File: config.mk
export PLATFORM = sky130hd
export DESIGN_NAME = ubmtc_top
export DESIGN_NICKNAME = d
export VERILOG_FILES = /design/src/ubmtc_top.v
export VERILOG_INCLUDE_DIRS = /design/src /design/src/src
export SDC_FILE = /design/constraint.sdc
export NUM_CORES = 1
export LEC_CHECK = 0
export ABC_CLOCK_PERIOD_IN_PS = 4050
export BUFFER_PORTS_ARGS = -buffer_cell sky130_fd_sc_hd__buf_2
export CORE_ASPECT_RATIO = 0.5
export CORE_MARGIN = 3
export CORE_UTILIZATION = 50
export CTS_BUF_LIST = sky130_fd_sc_hd__clkbuf_4 sky130_fd_sc_hd__clkbuf_8
export CTS_CLUSTER_DIAMETER = 200
export DETAILED_ROUTE_END_ITERATION = 10
export GPL_ROUTABILITY_DRIVEN = 0
export PLACE_DENSITY = 0.81
export SLEW_MARGIN = 20
export SYNTH_ARGS = -nofsm -noshare
export SYNTH_HDL_FRONTEND = slang
export SYNTH_SLANG_ARGS = --single-unit
export TNS_END_PERCENT = 20
File: constraint.sdc
create_clock -name ref_clk_in -period 4.05 [get_ports ref_clk_in]
set_clock_uncertainty 0.05 [all_clocks]
set_input_delay 0.81 -clock ref_clk_in [delete_from_list [all_inputs] [get_ports ref_clk_in]]
set_output_delay 0.81 -clock ref_clk_in [all_outputs]
set_load 0.02 [all_outputs]
File: src/ubmtc_consts.vh
// Field positions and encodings for the channel baud, timer and trigger logic
`ifndef UBMTC_CONSTS_VH
`define UBMTC_CONSTS_VH

// Baud generator configuration fields
`define UBMTC_FRAC_MSB        3
`define UBMTC_FRAC_LSB        0
`define UBMTC_RATE_MSB        5
`define UBMTC_RATE_LSB        4
`define UBMTC_RATE_STD        2'h0
`define UBMTC_RATE_2X         2'h1
`define UBMTC_RATE_4X         2'h2
`define UBMTC_OVS_STD         4'hF
`define UBMTC_OVS_2X          4'h7
`define UBMTC_OVS_4X          4'h3

// First mode register fields
`define UBMTC_M1_TX_HALT      1
`define UBMTC_M1_AUTO_DIR     4

// Second mode register fields
`define UBMTC_M2_SPECIAL_EN   4
`define UBMTC_M2_MULTIDROP    6

// Flow configuration and stop character fields
`define UBMTC_FLOW_PIN_ADDR   2
`define UBMTC_ADDR_HI_MSB     7
`define UBMTC_ADDR_HI_LSB     4

// Half-duplex delay fields, counted in line bit periods
`define UBMTC_SETUP_MSB       7
`define UBMTC_SETUP_LSB       4
`define UBMTC_HOLD_MSB        3
`define UBMTC_HOLD_LSB        0

// Timer: enable bit and upper divisor bits in the high register
`define UBMTC_TMR_EN          7
`define UBMTC_TMR_HI_MSB      6
`define UBMTC_TMR_HALF_SHIFT  9

// Transmit sync configuration fields
`define UBMTC_TS_CMD_MSB      3
`define UBMTC_TS_CMD_LSB      0
`define UBMTC_TS_AUTO_OFF     4
`define UBMTC_TS_CLK_ROUTE    5
`define UBMTC_TS_SYNC_EN      7

// Trigger command values: fixed upper nibble, low nibble selects one of 16
`define UBMTC_TRIG_BASE       4'hE

// Pin layout: four pins per channel
`define UBMTC_PIN_CLK_OFS     0
`define UBMTC_PIN_TMR_OFS     1
`define UBMTC_PINS_PER_CH     4

`endif

File: src/ubmtc_top.v
// Per-channel baud generator, timer, multidrop filter, direction control and trigger logic
`timescale 1ns/1ps
`include "ubmtc_consts.vh"

module ubmtc_top #(
    parameter CHANNEL   = 0,
    parameter PIN_COUNT = 16
) (
    input  wire                 ref_clk_in,
    input  wire                 nrst_in,
    input  wire [7:0]           divisor_high_byte_in,
    input  wire [7:0]           divisor_low_byte_in,
    input  wire [7:0]           baud_gen_config_in,
    input  wire [7:0]           timer_divisor_low_in,
    input  wire [7:0]           timer_divisor_high_enable_in,
    input  wire [7:0]           transmit_sync_config_in,
    input  wire [7:0]           mode_control_one_in,
    input  wire [7:0]           mode_control_two_in,
    input  wire [7:0]           flow_config_in,
    input  wire [7:0]           second_stop_char_reg_in,
    input  wire [7:0]           half_duplex_delay_in,
    input  wire                 ir_request_in,
    input  wire [3:0]           addr_pins_in,
    input  wire                 rx_word_valid_in,
    input  wire [7:0]           rx_word_in,
    input  wire                 rx_ninth_bit_in,
    input  wire                 address_flag_clear_in,
    input  wire                 tx_fifo_has_data_in,
    input  wire                 tx_busy_in,
    input  wire                 global_cmd_write_in,
    input  wire [7:0]           global_command_reg_in,
    input  wire [7:0]           trigger_delay_low_in,
    input  wire [7:0]           trigger_delay_high_in,
    output reg                  baud_tick_out,
    output reg                  bit_tick_out,
    output wire                 rx_single_sample_out,
    output wire                 ir_coding_en_out,
    output wire                 parity_check_en_out,
    output reg                  address_received_flag_out,
    output reg                  rx_store_valid_out,
    output reg  [7:0]           rx_store_data_out,
    output reg                  rts_out,
    output wire                 tx_start_out,
    output wire                 tx_enabled_out,
    output wire [PIN_COUNT-1:0] gpio_drive_out,
    output wire [PIN_COUNT-1:0] gpio_drive_en_n_out
);
    localparam DIR_IDLE  = 2'h0;
    localparam DIR_SETUP = 2'h1;
    localparam DIR_SEND  = 2'h2;
    localparam DIR_HOLD  = 2'h3;
    localparam integer PIN_CLK = CHANNEL * `UBMTC_PINS_PER_CH + `UBMTC_PIN_CLK_OFS;
    localparam integer PIN_TMR = CHANNEL * `UBMTC_PINS_PER_CH + `UBMTC_PIN_TMR_OFS;
    // Oversample limit for a rate mode; unused code falls back to standard
    function [3:0] ovs_limit;
        input [1:0] mode;
        begin
            case (mode)
                `UBMTC_RATE_2X: ovs_limit = `UBMTC_OVS_2X;
                `UBMTC_RATE_4X: ovs_limit = `UBMTC_OVS_4X;
                default:        ovs_limit = `UBMTC_OVS_STD;
            endcase
        end
    endfunction
    wire [1:0]  rate_mode = baud_gen_config_in[`UBMTC_RATE_MSB:`UBMTC_RATE_LSB];
    wire [3:0]  frac_div  = baud_gen_config_in[`UBMTC_FRAC_MSB:`UBMTC_FRAC_LSB];
    wire [15:0] int_div   = {divisor_high_byte_in, divisor_low_byte_in};

    // ---------------- Fractional baud generator ----------------
    reg  [15:0] brg_cnt_reg;
    reg  [15:0] brg_cnt_next;
    reg  [3:0]  frac_acc_reg;
    reg  [3:0]  frac_acc_next;
    reg         stretch_reg;
    reg         stretch_next;
    reg  [3:0]  ovs_cnt_reg;
    reg  [3:0]  ovs_cnt_next;
    wire [4:0]  frac_sum  = {1'b0, frac_acc_reg} + {1'b0, frac_div};
    wire [16:0] brg_limit = {1'b0, int_div} + {16'h0000, stretch_reg};
    wire        brg_end   = ({1'b0, brg_cnt_reg} + 17'h00001) >= brg_limit;

    always @* begin
        brg_cnt_next  = brg_cnt_reg + 16'h0001;
        frac_acc_next = frac_acc_reg;
        stretch_next  = stretch_reg;
        ovs_cnt_next  = ovs_cnt_reg;
        if (brg_end) begin
            brg_cnt_next  = 16'h0000;
            frac_acc_next = frac_sum[3:0];
            stretch_next  = frac_sum[4];
            if (ovs_cnt_reg >= ovs_limit(rate_mode))
                ovs_cnt_next = 4'h0;
            else
                ovs_cnt_next = ovs_cnt_reg + 4'h1;
        end
    end

    always @(posedge ref_clk_in) begin
        if (!nrst_in) begin
            brg_cnt_reg   <= 16'h0000;
            frac_acc_reg  <= 4'h0;
            stretch_reg   <= 1'b0;
            ovs_cnt_reg   <= 4'h0;
            baud_tick_out <= 1'b0;
            bit_tick_out  <= 1'b0;
        end else begin
            brg_cnt_reg   <= brg_cnt_next;
            frac_acc_reg  <= frac_acc_next;
            stretch_reg   <= stretch_next;
            ovs_cnt_reg   <= ovs_cnt_next;
            baud_tick_out <= brg_end;
            bit_tick_out  <= brg_end && (ovs_cnt_reg >= ovs_limit(rate_mode));
        end
    end

    assign rx_single_sample_out = (rate_mode == `UBMTC_RATE_4X);
    assign ir_coding_en_out = ir_request_in && (rate_mode != `UBMTC_RATE_2X)
                              && (rate_mode != `UBMTC_RATE_4X);
    // ---------------- Low-frequency timer ----------------
    wire [14:0] tmr_div  = {timer_divisor_high_enable_in[`UBMTC_TMR_HI_MSB:0],
                            timer_divisor_low_in};
    wire        tmr_en   = timer_divisor_high_enable_in[`UBMTC_TMR_EN];
    wire [23:0] tmr_half = {9'h000, tmr_div} << `UBMTC_TMR_HALF_SHIFT;
    reg  [23:0] tmr_cnt_reg;
    reg         tmr_clk_reg;

    always @(posedge ref_clk_in) begin
        if (!nrst_in) begin
            tmr_cnt_reg <= 24'h000000;
            tmr_clk_reg <= 1'b0;
        end else if (!tmr_en || tmr_div == 15'h0000) begin
            tmr_cnt_reg <= 24'h000000;
            tmr_clk_reg <= 1'b0;
        end else if (brg_end) begin
            if (tmr_cnt_reg + 24'h000001 >= tmr_half) begin
                tmr_cnt_reg <= 24'h000000;
                tmr_clk_reg <= ~tmr_clk_reg;
            end else begin
                tmr_cnt_reg <= tmr_cnt_reg + 24'h000001;
            end
        end
    end

    // Reference clock leaves through a gate, not a flop, to keep its full rate
    wire clk_route_en = transmit_sync_config_in[`UBMTC_TS_CLK_ROUTE];

    genvar gi;
    generate
        for (gi = 0; gi < PIN_COUNT; gi = gi + 1) begin : g_pin
            if (gi == PIN_CLK) begin : g_clk
                assign gpio_drive_out[gi]      = ref_clk_in & clk_route_en;
                assign gpio_drive_en_n_out[gi] = ~clk_route_en;
            end else if (gi == PIN_TMR) begin : g_tmr
                assign gpio_drive_out[gi]      = tmr_clk_reg;
                assign gpio_drive_en_n_out[gi] = ~tmr_en;
            end else begin : g_off
                assign gpio_drive_out[gi]      = 1'b0;
                assign gpio_drive_en_n_out[gi] = 1'b1;
            end
        end
    endgenerate

    // ---------------- Multidrop address detection and filtering ----------------
    reg  [3:0] pins_meta_reg;
    reg  [3:0] pins_sync_reg;
    reg        addr_match_reg;
    wire       multidrop = mode_control_two_in[`UBMTC_M2_MULTIDROP];
    wire       filter_en = multidrop && mode_control_two_in[`UBMTC_M2_SPECIAL_EN];
    wire [7:0] station_addr = flow_config_in[`UBMTC_FLOW_PIN_ADDR] ?
        {second_stop_char_reg_in[`UBMTC_ADDR_HI_MSB:`UBMTC_ADDR_HI_LSB], pins_sync_reg} :
        second_stop_char_reg_in;
    wire       addr_word = multidrop && rx_ninth_bit_in;

    assign parity_check_en_out = ~multidrop;

    always @(posedge ref_clk_in) begin
        if (!nrst_in) begin
            pins_meta_reg             <= 4'h0;
            pins_sync_reg             <= 4'h0;
            addr_match_reg            <= 1'b0;
            address_received_flag_out <= 1'b0;
            rx_store_valid_out        <= 1'b0;
            rx_store_data_out         <= 8'h00;
        end else begin
            pins_meta_reg <= addr_pins_in;
            pins_sync_reg <= pins_meta_reg;
            if (rx_word_valid_in && addr_word)
                address_received_flag_out <= 1'b1;
            else if (address_flag_clear_in)
                address_received_flag_out <= 1'b0;
            if (rx_word_valid_in && addr_word)
                addr_match_reg <= (rx_word_in == station_addr);
            rx_store_valid_out <= rx_word_valid_in &&
                                  (!filter_en || (!addr_word && addr_match_reg));
            if (rx_word_valid_in)
                rx_store_data_out <= rx_word_in;
        end
    end

    // ---------------- Transmitter enable, trigger and auto-off ----------------
    wire       tx_halt   = mode_control_one_in[`UBMTC_M1_TX_HALT];
    wire       auto_off  = transmit_sync_config_in[`UBMTC_TS_AUTO_OFF];
    wire       sync_en   = transmit_sync_config_in[`UBMTC_TS_SYNC_EN];
    wire [7:0] trig_code = {`UBMTC_TRIG_BASE,
                            transmit_sync_config_in[`UBMTC_TS_CMD_MSB:`UBMTC_TS_CMD_LSB]};
    reg        halt_prev_reg;
    reg        auto_off_reg;
    reg        triggered_reg;
    reg        trig_wait_reg;
    reg        sent_reg;
    reg [15:0] trig_cnt_reg;
    wire       halt_toggle = tx_halt ^ halt_prev_reg;
    wire       tx_enabled  = triggered_reg || (!tx_halt && !auto_off_reg);
    wire       trig_hit    = global_cmd_write_in && sync_en &&
                             (global_command_reg_in == trig_code);
    wire       trig_fire   = trig_hit && !tx_enabled && tx_fifo_has_data_in && !trig_wait_reg;
    wire       drained     = sent_reg && !tx_fifo_has_data_in && !tx_busy_in;
    assign tx_enabled_out = tx_enabled;
    always @(posedge ref_clk_in) begin
        if (!nrst_in) begin
            halt_prev_reg <= 1'b0;
            auto_off_reg  <= 1'b0;
            triggered_reg <= 1'b0;
            trig_wait_reg <= 1'b0;
            sent_reg      <= 1'b0;
            trig_cnt_reg  <= 16'h0000;
        end else begin
            halt_prev_reg <= tx_halt;
            if (tx_busy_in)
                sent_reg <= 1'b1;
            else if (drained)
                sent_reg <= 1'b0;
            if (auto_off && drained)
                auto_off_reg <= 1'b1;
            else if (!auto_off || halt_toggle)
                auto_off_reg <= 1'b0;
            if (trig_fire) begin
                trig_wait_reg <= 1'b1;
                trig_cnt_reg  <= {trigger_delay_high_in, trigger_delay_low_in};
            end else if (trig_wait_reg) begin
                if (trig_cnt_reg == 16'h0000) begin
                    trig_wait_reg <= 1'b0;
                    triggered_reg <= 1'b1;
                end else if (brg_end) begin
                    trig_cnt_reg <= trig_cnt_reg - 16'h0001;
                end
            end else if ((auto_off && drained) || halt_toggle) begin
                triggered_reg <= 1'b0;
            end
        end
    end

    // ---------------- Auto transceiver direction control ----------------
    reg [1:0] dir_state_reg;
    reg [1:0] dir_state_next;
    reg [3:0] dir_cnt_reg;
    reg [3:0] dir_cnt_next;
    wire      auto_dir  = mode_control_one_in[`UBMTC_M1_AUTO_DIR];
    wire [3:0] setup_bits = half_duplex_delay_in[`UBMTC_SETUP_MSB:`UBMTC_SETUP_LSB];
    wire [3:0] hold_bits  = half_duplex_delay_in[`UBMTC_HOLD_MSB:`UBMTC_HOLD_LSB];
    wire      want_send = tx_enabled && tx_fifo_has_data_in;

    always @* begin
        dir_state_next = dir_state_reg;
        dir_cnt_next   = dir_cnt_reg;
        case (dir_state_reg)
            DIR_IDLE: begin
                if (auto_dir && want_send) begin
                    dir_state_next = (setup_bits == 4'h0) ? DIR_SEND : DIR_SETUP;
                    dir_cnt_next   = setup_bits;
                end
            end
            DIR_SETUP: begin
                if (bit_tick_out) begin
                    dir_cnt_next = dir_cnt_reg - 4'h1;
                    if (dir_cnt_reg == 4'h1)
                        dir_state_next = DIR_SEND;
                end
            end
            DIR_SEND: begin
                if (!tx_busy_in && !want_send) begin
                    dir_state_next = (hold_bits == 4'h0) ? DIR_IDLE : DIR_HOLD;
                    dir_cnt_next   = hold_bits;
                end
            end
            DIR_HOLD: begin
                if (want_send) begin
                    dir_state_next = DIR_SEND;
                end else if (bit_tick_out) begin
                    dir_cnt_next = dir_cnt_reg - 4'h1;
                    if (dir_cnt_reg == 4'h1)
                        dir_state_next = DIR_IDLE;
                end
            end
            default: begin
                dir_state_next = DIR_IDLE;
            end
        endcase
        if (!auto_dir)
            dir_state_next = DIR_IDLE;
    end

    always @(posedge ref_clk_in) begin
        if (!nrst_in) begin
            dir_state_reg <= DIR_IDLE;
            dir_cnt_reg   <= 4'h0;
            rts_out       <= 1'b0;
        end else begin
            dir_state_reg <= dir_state_next;
            dir_cnt_reg   <= dir_cnt_next;
            rts_out       <= (dir_state_next != DIR_IDLE);
        end
    end

    // Without auto direction the transmitter starts as soon as it may
    assign tx_start_out = want_send && (!auto_dir || dir_state_reg == DIR_SEND);

endmodule // ubmtc_top

* Yosys cells after proc, flatten, opt, wreduce, memory -nomap -nowiden *
Index checks and enable logic that the tools add are counted.

operators by class
  add/sub/neg operators = 8
  order comparisons = 4
  equality and inequality tests = 15
  multiplexer cells = 38
  bitwise operators = 8
  reduce and logical (&&, ||, !) cells = 57

operators with widths
  operator               number
  $mux 16                4
  $mux 4                 8
  $add 24x1->24 const B  1
  $ge 24x24->1           1
  $mux 24                1
  $logic_and 1x1->1      21
  $mux 2                 10
  $add 16x1->17          1
  $add 16x1->17 const B  1
  $ge 17x17->1           1
  $add 16x1->16 const B  1
  $eq 8x8->1             2
  $logic_not 16->1       1
  $pmux 4 s4             1
  $sub 16x1->16 const B  1
  $logic_not 15->1       1
  $reduce_bool 2->1      7
  $logic_not 1->1        12
  $mux 1                 12
  $ne 2x2->1 const B     5
  $reduce_and 3->1       3
  $ge 4x4->1             2
  $logic_not 4->1        2
  $pmux 2 s4             1
  other kinds (15)       30

word-level totals
  register bits = 99
  output and inout bits = 50
  word-level logic and storage cells = 153

* Depth between registers and ports, before layout *
  word-level depth = 10
  mapped depth = 17

==> flow_results.xml <==
<?xml version="1.0" encoding="UTF-8"?>
<metrics>
  <group name="cells_and_area">
    <metric name="synthToLayoutAreaGrowth" unit="%">15.1</metric>
    <metric name="flip_flop_count_of_the_largest_register_all_copies_and_words_added" unit="">24</metric>
    <metric name="layout.filler_cells" unit="">1117</metric>
    <metric name="post-route-cell-area" unit="mm^2">0.00742</metric>
    <metric name="utilization" unit="">0.609</metric>
    <metric name="nets" unit="">1108</metric>
    <metric name="drive_gt1_frac" unit="">0.185</metric>
    <metric name="n_antenna_cell" unit="">0</metric>
    <metric name="final_cell_count_no_fill" unit="">1096</metric>
    <metric name="mostFrequentLayoutCells" unit="">132 x buf_2, 99 x dfxtp_1, 69 x nand2_1</metric>
    <metric name="final_common_cell" unit="">buf_2</metric>
  </group>
  <group name="synthesis">
    <metric name="synth.yosys.seq_area_share" unit="">0.307</metric>
    <metric name="ys_warn_count" unit="">0</metric>
    <metric name="yosys_register_bits" unit="">99</metric>
    <metric name="synth.top_cells.by_area" unit="">dfxtp_1 31%, ha_1 9.3%, xor2_1 5.0%, xnor2_1 4.6%, nand2_1 4.0%</metric>
    <metric name="async_flop_share" unit="">0</metric>
    <metric name="postSynth.topFlopCell" unit="">dfxtp_1</metric>
    <metric name="synth_top_area_cell" unit="">dfxtp_1</metric>
    <metric name="synth_top_area_frac" unit="">0.307</metric>
    <metric name="syn-instance-count" unit="">802</metric>
    <metric name="post_synth_instance_area" unit="mm^2">0.00645</metric>
    <metric name="netlist-cell-type-count" unit="">59</metric>
    <metric name="number_of_enable_type_register_cells_in_the_synthesized_netlist" unit="">0</metric>
    <metric name="syn_area_per_cell" unit="um^2">8.04</metric>
  </group>
  <group name="floorplan">
    <metric name="floorplan.die_area" unit="mm^2">0.0144</metric>
    <metric name="top_level_ports" unit="">183</metric>
    <metric name="num_rows" unit="">28</metric>
    <metric name="height_of_the_die" unit="um">86.3</metric>
    <metric name="floorplan.initialDensity" unit="">0.529</metric>
    <metric name="core_area" unit="mm^2">0.0122</metric>
    <metric name="chipWidth" unit="um">167</metric>
  </group>
  <group name="power">
    <metric name="comb_power_share" unit="">0.118</metric>
    <metric name="power.density_cell_area" unit="mW/mm^2">270</metric>
    <metric name="p_leak" unit="nW">3.35</metric>
    <metric name="p_int" unit="mW">1.47</metric>
    <metric name="worst_ir_drop_vdd" unit="uV">170</metric>
    <metric name="p_switching" unit="uW">539</metric>
    <metric name="clkPwrFrac" unit="">0.384</metric>
    <metric name="netSwitchingFraction" unit="">0.269</metric>
    <metric name="sequential_share_of_power" unit="">0.498</metric>
  </group>
  <group name="grt">
    <metric name="grt.total_usage" unit="">0.203</metric>
    <metric name="grt_start_max_net_pins" unit="">36</metric>
    <metric name="grt_first_pass_wirelength" unit="mm">24.5</metric>
    <metric name="antenna_violations_before_repair" unit="">0</metric>
    <metric name="globalRouteOverflowTotal" unit="">0</metric>
    <metric name="grt_pass1_vias" unit="">5572</metric>
  </group>
  <group name="worst_setup_path">
    <metric name="criticalPathCategory" unit="">flop to flop</metric>
    <metric name="worst_setup_path_end_kind" unit="">flop</metric>
    <metric name="critical_path.cell_chain" unit="">ha_1, and3_1, and2_1, and2_2, nand3_1, xnor2_1, ha_1, nand4_1, nor4_2, nand4_1, o211ai_2, buf_4, nor2_1, a221oi_1, nor2_1</metric>
    <metric name="cp_slowest_cell" unit="">dfxtp_1</metric>
    <metric name="delay_of_the_slowest_cell_on_the_worst_path" unit="ps">430</metric>
    <metric name="required" unit="ps">4340</metric>
    <metric name="worstSetupStartpointType" unit="">flop</metric>
    <metric name="crit_family" unit="">simple AND/OR/NAND/NOR gates</metric>
    <metric name="cp_max_fo" unit="">9</metric>
    <metric name="cp_data_arrival_time" unit="ps">4000</metric>
    <metric name="critical_path_buf_inv_count" unit="">1</metric>
  </group>
  <group name="timing">
    <metric name="fin_crit_sh" unit="">0.917</metric>
    <metric name="final_period_minus_worst_setup_slack" unit="ps">3710</metric>
    <metric name="setup_slack" unit="ps">337</metric>
    <metric name="timing.final.hold_violations" unit="">0</metric>
    <metric name="slew-limit-headroom" unit="">0.551</metric>
    <metric name="maxSlewViolCount" unit="">0</metric>
    <metric name="setup_viol_count_final" unit="">0</metric>
    <metric name="maxClockFrequency" unit="MHz">269</metric>
    <metric name="finalSetupTns" unit="ps">0</metric>
    <metric name="max_slew.worst_pin.slew" unit="ps">672</metric>
  </group>
  <group name="drt">
    <metric name="wire_per_inst" unit="um">13.4</metric>
    <metric name="route.antenna.remaining_nets" unit="">0</metric>
    <metric name="detail_route.first_pass.iterations" unit="">4</metric>
    <metric name="route.vias.total" unit="">5834</metric>
    <metric name="drc" unit="">0</metric>
    <metric name="first_iter_violations" unit="">362</metric>
    <metric name="drt-vias-per-instance" unit="">5.32</metric>
    <metric name="finalWirelength" unit="mm">14.7</metric>
  </group>
  <group name="run">
    <metric name="max_cap_viol_count" unit="">0</metric>
  </group>
  <group name="place">
    <metric name="placement.setup.worst_slack" unit="ps">-144</metric>
    <metric name="dpl.hpwl" unit="mm">11.3</metric>
    <metric name="detailed_place.area" unit="mm^2">0.00715</metric>
    <metric name="place.port_buffers" unit="">132</metric>
    <metric name="numPlacedInstances" unit="">1077</metric>
  </group>
  <group name="clock_tree">
    <metric name="cts_resized" unit="">0</metric>
    <metric name="clkTransAtPathRegs" unit="ps">110</metric>
    <metric name="tritoncts_clock_tree" unit="">done</metric>
    <metric name="postCtsSetupRepairBufs" unit="">0</metric>
    <metric name="clkLatencyLatePin" unit="ps">480</metric>
    <metric name="cts_hold_buffers" unit="">0</metric>
  </group>
  <group name="worst_hold_path">
    <metric name="hold_class" unit="">flop to flop</metric>
  </group>
  <group name="status">
    <metric name="status" unit="">finished, final reports clean</metric>
  </group>
</metrics>
power groups by stage:
stage               clock network (mW)  registers [mW]  logic (mW)
finish                           0.769           0.998       0.237
global route                     0.843            1.00       0.265
CTS                              0.795           0.998       0.237
detailed placement              0.0155            1.02       0.236
global placement                0.0155            1.02       0.229
floorplan                       0.0112            1.03       0.153
metal layers:
metal  vias up  track usage  routed length [um]
met5         -            0                   0
li1       3006            -                   -
met4         0       0.0651                 164
met1      2686        0.244                6700
met3        16       0.0456                 674
met2       126        0.369                7110
stage by stage:
stage	total power [mW]	hold WS [ps]
floorplan	1.19	362
global placement	1.26	369
detailed placement	1.27	370
CTS	2.03	400
global route	2.11	417
finish	2.00	396
layout make-up:
| cell class | instances | area [um^2] | share of cell area |
|---|---|---|---|
| clock buffer | 14 | 178 | 0.0239 |
| clock inverter | 6 | 81.3 | 0.0110 |
| inverter | 38 | 143 | 0.0192 |
| multi-input combinational | 631 | 4090 | 0.550 |
| sequential | 99 | 1980 | 0.267 |
| tap | 165 | 206 | 0.0278 |
| timing repair buffer | 143 | 746 | 0.100 |
cell usage after synthesis, drive strengths merged (2+ instances only):
cell type and count:
a211oi 3, xnor2 34, buf 36, a31oi 3, o211a 2, nor4b 2, nor2 51, conb 2
and2 21, mux2i 16, and3 32, nor2b 23, o21a 2, o21ai 50, or2 4, dfxtp 99
ha 48, or4b 2, nor3 18, a22oi 7, nand2b 5, a2111oi 2, o22ai 4, a21boi 9
inv 38, nand4b 4, a21o 3, nand4 30, nand2 69, a311oi 2, nor4 14, nand3b 6
a21oi 38, clkbuf 24, nand3 44, and4 2, nor3b 3, xor2 37
cells by family after synthesis:
| logic type | synth area share |
|---|---|
| AOI/OAI and AO/OA | 0.127 |
| xor gates and xnor gates | 0.0965 |
| adders and majority gates | 0.0963 |
| buffers and inverters | 0.0759 |
| DFF | 0.307 |
| muxes | 0.0248 |
| other | 0.00117 |
| and+or+nand+nor | 0.271 |
final timing paths:
path                    startpoint                to  slack [ps]  depth (start not counted)
setup / recovery    tmr_cnt_reg[0]    tmr_cnt_reg[8]         340                         15
hold / removal    pins_meta_reg[0]  pins_sync_reg[0]         400                          1
setup reg to reg    tmr_cnt_reg[0]    tmr_cnt_reg[8]         340                         15
hold reg to reg   pins_meta_reg[0]  pins_sync_reg[0]         400                          1
(Power assumes the default switching activity.)
